==> config.mk <==
export PLATFORM = sky130hd
export DESIGN_NAME = pscp_top
export DESIGN_NICKNAME = d
export VERILOG_FILES = /design/src/hdl/pscp_pkg.sv /design/src/hdl/pscp_sync.sv /design/src/hdl/pscp_top.sv
export VERILOG_INCLUDE_DIRS = /design/src /design/src/hdl
export SDC_FILE = /design/constraint.sdc
export NUM_CORES = 1
export LEC_CHECK = 0
export ABC_AREA = 0
export BUFFER_PORTS_ARGS = -buffer_cell sky130_fd_sc_hd__buf_2
export CORE_MARGIN = 8
export CORE_UTILIZATION = 45
export DETAILED_ROUTE_END_ITERATION = 8
export GPL_TIMING_DRIVEN = 0
export HOLD_SLACK_MARGIN = 0.06
export PLACE_DENSITY = 0.79
export SLEW_MARGIN = 20
export SYNTH_ARGS = -nofsm -noshare
export SYNTH_HDL_FRONTEND = slang
export SYNTH_SLANG_ARGS = --single-unit
==> constraint.sdc <==
create_clock -name clock_i -period 2.8 [get_ports clock_i]
set_input_delay 0.28 -clock clock_i [delete_from_list [all_inputs] [get_ports clock_i]]
set_output_delay 0.28 -clock clock_i [all_outputs]
set_load 0.05 [all_outputs]
==> src/hdl/pscp_cfg.svh <==
/*
 * Constants of the phase shift control port: register offsets, field positions,
 * reset values and timing figures.
 * Assumes inclusion by bare name from the package and the design modules.
 */
`ifndef PSCP_CFG_SVH
`define PSCP_CFG_SVH

// ****************************************************************
// Register map (byte addresses)
// ****************************************************************
`define PSCP_ADDR_W          8
`define PSCP_OFS_CTRL        8'h00
`define PSCP_OFS_STATUS      8'h04
`define PSCP_OFS_SHIFT       8'h08
`define PSCP_OFS_ID          8'h0C

// ****************************************************************
// Field positions and reset values
// ****************************************************************
`define PSCP_CTRL_PIN_EN     0
`define PSCP_CTRL_RST        32'h0000_0000
`define PSCP_PHASE_W         6
`define PSCP_CHAIN_DEPTH     6
`define PSCP_ID_VALUE        32'h0000_5A01
`define PSCP_RESP_OKAY       2'h0
`define PSCP_RESP_SLVERR     2'h2

// ****************************************************************
// Timing
// ****************************************************************
`define PSCP_CLK_PERIOD_NS   8
`define PSCP_SCK_MIN_NS      100
`define PSCP_LES_MIN_NS      630

`endif

==> src/hdl/pscp_pkg.sv <==
/*
 * Types of the phase shift control port.
 * Assumes pscp_cfg.svh on the include path.
 */
`include "pscp_cfg.svh"

package pscp_pkg;

	// Control mode, one-hot
	typedef enum logic [1:0]
	{
		PSCP_MODE_PARALLEL = 2'b01,
		PSCP_MODE_SERIAL   = 2'b10
	} pscp_mode_t;

	// Read channel state, one-hot
	typedef enum logic [1:0]
	{
		PSCP_RD_IDLE = 2'b01,
		PSCP_RD_RESP = 2'b10
	} pscp_rd_t;

	typedef logic [`PSCP_PHASE_W-1:0] pscp_phase_t;

endpackage

==> src/hdl/pscp_sync.sv <==
/*
 * Two flip-flop synchroniser for a group of pin levels.
 * Assumes inputs asynchronous to clock_i; output is one clock later than usual.
 */
`timescale 1ns/1ns

module pscp_sync
#(
	parameter int WIDTH = 1
)
(
	input  wire logic             clock_i,
	input  wire logic             reset_n_i,
	input  wire logic [WIDTH-1:0] async_i,
	output logic      [WIDTH-1:0] sync_o
);

	logic [WIDTH-1:0] stage_a;
	logic [WIDTH-1:0] stage_b;

	// First stage is read only by the second stage
	always_ff @(posedge clock_i or negedge reset_n_i)
	begin
		if (!reset_n_i)
		begin
			stage_a <= '0;
			stage_b <= '0;
		end
		else
		begin
			stage_a <= async_i;
			stage_b <= stage_a;
		end
	end

	assign sync_o = stage_b;

endmodule

==> src/hdl/pscp_top.sv <==
/*
 * Phase shift control port: serial or direct parallel loading of a 6-bit phase
 * word, with daisy-chain output and an AXI4-Lite register view.
 * Assumes pins are asynchronous to clock_i and that the shift clock period is
 * well above four clock_i periods, so every shift clock edge is seen.
 */
// Local design decisions: the AXI4-Lite slave port and the register addresses.
`timescale 1ns/1ns

`include "pscp_cfg.svh"

// Behaviour
// - A high mode select pin puts the port in serial mode whatever the strobe does.
// - After six bits a rising strobe edge copies the shift word to the phase state.
// - Shift clock edges are ignored while the strobe is high.
// - The chained output is the serial input delayed by six shift clock cycles.
// - A low mode select pin disables the serial interface entirely.
// - In serial mode the shared pins act as strobe, shift clock and serial data.
// - In serial mode the phase state holds while the strobe stays low.
// - In parallel mode the phase state follows the six phase bit inputs directly.
// - In parallel mode the shared pins act as phase bits 3, 2 and 1.
// - The phase word is binary weighted with phase bit 1 as the 5.6 degree step.
module pscp_top
	import pscp_pkg::*;
(
	input  wire logic        clock_i,
	input  wire logic        reset_n_i,
	// Pins
	input  wire logic        serial_parallel_select_i,
	input  wire logic        phase_bit_6_i,
	input  wire logic        phase_bit_5_i,
	input  wire logic        phase_bit_4_i,
	input  wire logic        shared_pin_3_i,
	input  wire logic        shared_pin_2_i,
	input  wire logic        shared_pin_1_i,
	output logic             chained_data_out_o,
	output logic [5:0]       phase_state_o,
	// AXI4-Lite slave
	input  wire logic [7:0]  s_axi_awaddr,
	input  wire logic        s_axi_awvalid,
	output logic             s_axi_awready,
	input  wire logic [31:0] s_axi_wdata,
	input  wire logic [3:0]  s_axi_wstrb,
	input  wire logic        s_axi_wvalid,
	output logic             s_axi_wready,
	output logic [1:0]       s_axi_bresp,
	output logic             s_axi_bvalid,
	input  wire logic        s_axi_bready,
	input  wire logic [7:0]  s_axi_araddr,
	input  wire logic        s_axi_arvalid,
	output logic             s_axi_arready,
	output logic [31:0]      s_axi_rdata,
	output logic [1:0]       s_axi_rresp,
	output logic             s_axi_rvalid,
	input  wire logic        s_axi_rready
);

	// ****************************************************************
	// Pin synchronisation
	// ****************************************************************
	logic [6:0] pins_sync;

	pscp_sync #(.WIDTH(7)) u_sync
	(
		.clock_i   (clock_i),
		.reset_n_i (reset_n_i),
		.async_i   ({serial_parallel_select_i, phase_bit_6_i, phase_bit_5_i,
		              phase_bit_4_i, shared_pin_3_i, shared_pin_2_i, shared_pin_1_i}),
		.sync_o    (pins_sync)
	);

	logic mode_sel;
	logic pin3;
	logic pin2;
	logic pin1;
	assign mode_sel = pins_sync[6];
	assign pin3     = pins_sync[2];
	assign pin2     = pins_sync[1];
	assign pin1     = pins_sync[0];

	pscp_mode_t mode;
	assign mode = mode_sel ? PSCP_MODE_SERIAL : PSCP_MODE_PARALLEL;

	// Shared pin roles in serial mode
	logic strobe;
	logic sck;
	logic sdi;
	assign strobe = pin3;
	assign sck    = pin2;
	assign sdi    = pin1;

	// ****************************************************************
	// Serial engine
	// ****************************************************************
	logic        sck_d;
	logic        strobe_d;
	logic [5:0]  shift_word;
	logic [5:0]  chain;
	logic [5:0]  phase;
	logic        pins_enable;
	logic [5:0]  next_shift_word;
	logic [5:0]  next_chain;
	logic [5:0]  next_phase;
	logic        shift_edge;
	logic        commit_edge;

	// Edges only count in serial mode; a high strobe masks the shift clock
	assign shift_edge  = (mode == PSCP_MODE_SERIAL) && sck && !sck_d && !strobe;
	assign commit_edge = (mode == PSCP_MODE_SERIAL) && strobe && !strobe_d;

	// Next shift, chain and phase values
	always_comb
	begin
		next_shift_word = shift_word;
		next_chain      = chain;
		next_phase      = phase;
		if (shift_edge)
		begin
			next_shift_word = {shift_word[4:0], sdi}; // MSB ends at bit 5
			next_chain      = {chain[4:0], sdi};
		end
		if (!pins_enable)
			next_phase = phase;
		else if (mode == PSCP_MODE_PARALLEL)
			next_phase = {pins_sync[5:3], pin3, pin2, pin1};
		else if (commit_edge)
			next_phase = shift_word;
	end

	// Register serial state; edge memories track pins in every mode
	always_ff @(posedge clock_i or negedge reset_n_i)
	begin
		if (!reset_n_i)
		begin
			sck_d      <= 1'b0;
			strobe_d   <= 1'b0;
			shift_word <= '0;
			chain      <= '0;
			phase      <= '0;
		end
		else
		begin
			sck_d      <= sck;
			strobe_d   <= strobe;
			shift_word <= next_shift_word;
			chain      <= next_chain;
			phase      <= next_phase;
		end
	end

	assign chained_data_out_o = chain[`PSCP_CHAIN_DEPTH-1];
	assign phase_state_o      = phase;

	// ****************************************************************
	// AXI4-Lite write channel
	// ****************************************************************
	logic        aw_held;
	logic [7:0]  aw_addr;
	logic        w_held;
	logic [31:0] w_data;
	logic [3:0]  w_strb;
	logic        bvalid;
	logic [1:0]  bresp;
	logic        next_aw_held;
	logic [7:0]  next_aw_addr;
	logic        next_w_held;
	logic [31:0] next_w_data;
	logic [3:0]  next_w_strb;
	logic        next_bvalid;
	logic [1:0]  next_bresp;
	logic        next_pins_enable;
	logic        do_write;

	assign s_axi_awready = !aw_held && !bvalid;
	assign s_axi_wready  = !w_held && !bvalid;
	assign do_write      = aw_held && w_held && !bvalid;

	// Address and data are latched independently, in either order
	always_comb
	begin
		next_aw_held     = aw_held;
		next_aw_addr     = aw_addr;
		next_w_held      = w_held;
		next_w_data      = w_data;
		next_w_strb      = w_strb;
		next_bvalid      = bvalid;
		next_bresp       = bresp;
		next_pins_enable = pins_enable;
		if (s_axi_awvalid && s_axi_awready)
		begin
			next_aw_held = 1'b1;
			next_aw_addr = s_axi_awaddr;
		end
		if (s_axi_wvalid && s_axi_wready)
		begin
			next_w_held = 1'b1;
			next_w_data = s_axi_wdata;
			next_w_strb = s_axi_wstrb;
		end
		if (do_write)
		begin
			next_aw_held = 1'b0;
			next_w_held  = 1'b0;
			next_bvalid  = 1'b1;
			next_bresp   = `PSCP_RESP_OKAY;
			if (aw_addr == `PSCP_OFS_CTRL)
			begin
				if (w_strb[0])
					next_pins_enable = w_data[`PSCP_CTRL_PIN_EN];
			end
			else if (aw_addr != `PSCP_OFS_STATUS && aw_addr != `PSCP_OFS_SHIFT
			         && aw_addr != `PSCP_OFS_ID)
				next_bresp = `PSCP_RESP_SLVERR;
		end
		if (bvalid && s_axi_bready)
			next_bvalid = 1'b0;
	end

	// Control enable resets low: phase state frozen until software enables pins
	always_ff @(posedge clock_i or negedge reset_n_i)
	begin
		if (!reset_n_i)
		begin
			aw_held     <= 1'b0;
			aw_addr     <= '0;
			w_held      <= 1'b0;
			w_data      <= '0;
			w_strb      <= '0;
			bvalid      <= 1'b0;
			bresp       <= `PSCP_RESP_OKAY;
			pins_enable <= 1'b0;
		end
		else
		begin
			aw_held     <= next_aw_held;
			aw_addr     <= next_aw_addr;
			w_held      <= next_w_held;
			w_data      <= next_w_data;
			w_strb      <= next_w_strb;
			bvalid      <= next_bvalid;
			bresp       <= next_bresp;
			pins_enable <= next_pins_enable;
		end
	end

	assign s_axi_bvalid = bvalid;
	assign s_axi_bresp  = bresp;

	// ****************************************************************
	// AXI4-Lite read channel
	// ****************************************************************
	pscp_rd_t    rd_state;
	pscp_rd_t    next_rd_state;
	logic [31:0] rdata;
	logic [31:0] next_rdata;
	logic [1:0]  rresp;
	logic [1:0]  next_rresp;

	assign s_axi_arready = (rd_state == PSCP_RD_IDLE);

	// Read data are captured at address acceptance
	always_comb
	begin
		next_rd_state = rd_state;
		next_rdata    = rdata;
		next_rresp    = rresp;
		case (rd_state)
			PSCP_RD_IDLE:
			begin
				if (s_axi_arvalid)
				begin
					next_rd_state = PSCP_RD_RESP;
					next_rresp    = `PSCP_RESP_OKAY;
					case (s_axi_araddr)
						`PSCP_OFS_CTRL:   next_rdata = {31'h0000_0000, pins_enable};
						`PSCP_OFS_STATUS: next_rdata = {24'h00_0000, mode_sel,
						                                chained_data_out_o, phase};
						`PSCP_OFS_SHIFT:  next_rdata = {26'h000_0000, shift_word};
						`PSCP_OFS_ID:     next_rdata = `PSCP_ID_VALUE;
						default:
						begin
							next_rdata = 32'h0000_0000;
							next_rresp = `PSCP_RESP_SLVERR;
						end
					endcase
				end
			end
			PSCP_RD_RESP:
			begin
				if (s_axi_rready)
					next_rd_state = PSCP_RD_IDLE;
			end
			default:
				next_rd_state = PSCP_RD_IDLE;
		endcase
	end

	always_ff @(posedge clock_i or negedge reset_n_i)
	begin
		if (!reset_n_i)
		begin
			rd_state <= PSCP_RD_IDLE;
			rdata    <= '0;
			rresp    <= `PSCP_RESP_OKAY;
		end
		else
		begin
			rd_state <= next_rd_state;
			rdata    <= next_rdata;
			rresp    <= next_rresp;
		end
	end

	assign s_axi_rvalid = (rd_state == PSCP_RD_RESP);
	assign s_axi_rdata  = rdata;
	assign s_axi_rresp  = rresp;
endmodule

==> metrics <==
final-report max-slew violation count=0; Hold Crit Class=in2reg; internal power=roughly 1.4 mW; layout cells sized above 1=0.3745; slew margin rel.=0.5559; top cells by area, synth=dfrtp_1 58%, mux2_1 11%, buf_4 8.1%; root buffer cell=clkbuf_8; H-tree depth=2; CTS sink cnt=55; fin cells=345; unrepaired setup endpoints after global routing=no; Syn Std Cell Area=0.002315 mm^2; GR Overflow Total=0; Peak VDD IR=between 0.5 and 0.6 mV; Yosys top cell area share=0.5838; total wire length=4.372 mm; Fmax=0.6007 GHz; number of diodes=0; chip width=87.72 um; reg2reg setup slack=1140 ps; Synth Register Bits=55; reg2reg start=aw_addr[1]; cell taking the most area after synthesis=dfrtp_1; Final Setup Violations=0; crit path buf inv count=0; total of max-cap violations=0; Via density=between 4 and 5; latest clock arrival within the worst-skew pair=310 ps; most frequent cells after synthesis=54 x dfrtp_1, 25 x buf_4, 22 x mux2_1; initial antenna violation count=0; Post-Syn Instances=181; Reg clk slew, reported paths=approximately 100 ps; vias in the first global route=between 1500 and 2000; HPWL after detailed placement=3.459 mm; crit path kind=reg2reg; Slowest-stage cell, CP=or4_4; number of flops mapped to enable cells by yosys=0; Die Ht=87.72 um; Mean Syn Cell Area=12.79 um^2; leak pwr=1.500 nW; Crit Path Max Fanout=2; Max clock buf depth=2; Seq pwr share=0.476; design area=just under 0.003 mm^2; total CTS buffers=5; clock network power share=0.196; Slowest Stage Delay on Critical Path=540 ps; Via Count=1539; Slew @ Worst Pin=666.2 ps; floorplan core area=0.005042 mm^2; RD Place Congestion=0.7632; dpl cells=329; largest net degree at the start of global routing=56; sequential fraction of the synthesis area=0.5951; status=finished, final reports clean; PwrDens=779.6 mW/mm^2; fraction of registers with async set/reset=1.000; Pwr Total=2.296 mW; Final period util=0.5946; initial core utilization=0.4591; final setup TNS=0 ps; router iterations before antenna repair=4; most common flop cell mapped by yosys=dfrtp_1; CP startpoint kind=register; reg2reg end=pins_enable; Hold Fails Final Rpt=0; Clock Skews=10.37 ps; Required @ worst endpoint=3000 ps; CP startpoint=aw_addr[1]; DRC viols=0; Tot GR Track Use=0.1138; post-layout util=0.5841; Yosys cell types=33; area grow syn2layout=27.24%; Register-to-Register Path Depth=3; DP Area=between 0.002 and 0.003 mm^2; fin crit period=1665 ps; post-layout net count=340; hold endpoint=s_axi_bvalid; YS warnings=0; most frequent cell after synthesis=dfrtp_1; Top delay family on crit path=simple AND/OR/NAND/NOR gates; Routed Antenna Nets=0; TritonCTS clock tree=done; critical path, cell by cell=or4_4, nor4_2, mux2_1; Logic pwr share=0.328; row cnt=26; global-route wire length before repair=slightly below 7 mm; post-DR wirelength/cell=12.67 um; Worst Hold Depth=2; hold_sp=s_axi_bready; num ports=~110; Net Sw Frac=0.3757; total die area=~0.0077 mm^2; critical path arrival=between 1500 and 2000 ps; crit path capture type=register; number of buffers added on ports=57; Iter 0 DRT Violations=between 60 and 70; NetSw=approximately 860 uW
-- how the worst max path moves through the flow --
| stage | to | slack, ps | cells past startpoint |
|---|---|---|---|
| after floorplan | w_data[0] | 770 | 3 |
| after CTS | pins_enable | 1120 | 3 |
| after global placement | pins_enable | 1170 | 3 |
| after global routing | phase_state_o[0] | 1040 | 3 |
| final | pins_enable | 1140 | 3 |
| after detailed placement | pins_enable | 1130 | 3 |
-- cells by family after synthesis --
family	share of synthesized area
other	0.001620
flip-flops	0.5951
AO/OA/AOI/OAI	0.07460
buffers and inverters	0.09838
AND/OR/NAND/NOR	0.09406
multiplexers	0.1362
-- timing repair --
item,CTS,global route
endpoints found under the hold margin,57,4
hold buffers,4,4
buffers inserted,0,0
resized for setup,0,0
-- per-stage QoR --
stage / hold slack, ps / setup slack, ps
finish: 124.9 / 1135
global route: 113.0 / 1038
CTS: 60.33 / 1118
detailed placement: 334.7 / 1128
global placement: 331.5 / 1167
floorplan: -15.59 / 767.8
-- power by group through the flow --
stage	Sequential [mW]	Clock, mW	Combinational, mW
floorplan	1.22	0	0.444
global placement	1.10	0	0.735
detailed placement	1.11	0	0.752
CTS	1.10	0.464	0.759
global route	1.12	0.497	0.811
finish	1.09	0.449	0.754
-- metal layers --
layer  share of wire  global-route usage
met2            0.51              0.2052
met3           0.074             0.04128
met1            0.41              0.1173
met5               0                   0
met4           0.011             0.04219
-- cells in the final DEF (no fill, tap or decap), drive strengths merged --
cell and instances:
nor4bb 1, buf 84, o21a 2, a31oi 1, inv 7, o22ai 1, or4 1, clkinv 1
nand4 2, nor2b 6, and2 1, o31ai 8, nand3b 4, mux2 28, nand2b 3, a211oi 1
dfstp 1, nor4 2, dlygate4sd3 8, a22oi 5, nand2 11, o21ai 2, a21boi 2, clkbuf 8
conb 22, a21oi 3, nor3 1, dfrtp 54, or2 1, nor2 3, or3b 1
-- worst reg2reg max path, delay by kind of cell, from the launching register on --
family | cells | cell delay [ps]
flops | 1 | 390
mux | 1 | 350
simple gates | 2 | 820
-- state kept, by name, summed over array words and instances (netlist names) --
name and cells:
aw_addr 8, aw_held 1, phase_state_o 6, pins_enable 1
rd_state 2, s_axi_bresp 1, s_axi_bvalid 1, s_axi_rdata 9
s_axi_rresp 1, sck_d 1, shift_word 6, strobe_d 1
u_sync.stage_a 7, u_sync.sync_o 7, w_data 1, w_held 1
w_strb 1
-- final cells by class --
| type | instances | area (um^2) |
|---|---|---|
| flip-flops and latches | 55 | 1378 |
| well taps | 70 | 87.58 |
| clock buffers | 6 | 82.58 |
| multi-input cells | 112 | 788.3 |
| repair buffers | 65 | 367.9 |
| clock inverters | 2 | 13.76 |
| inverters | 6 | 22.52 |
| plain buffers | 29 | 205.2 |
| fillers | 442 | 2097 |
No activity file was read; power rests on OpenSTA's default activity.
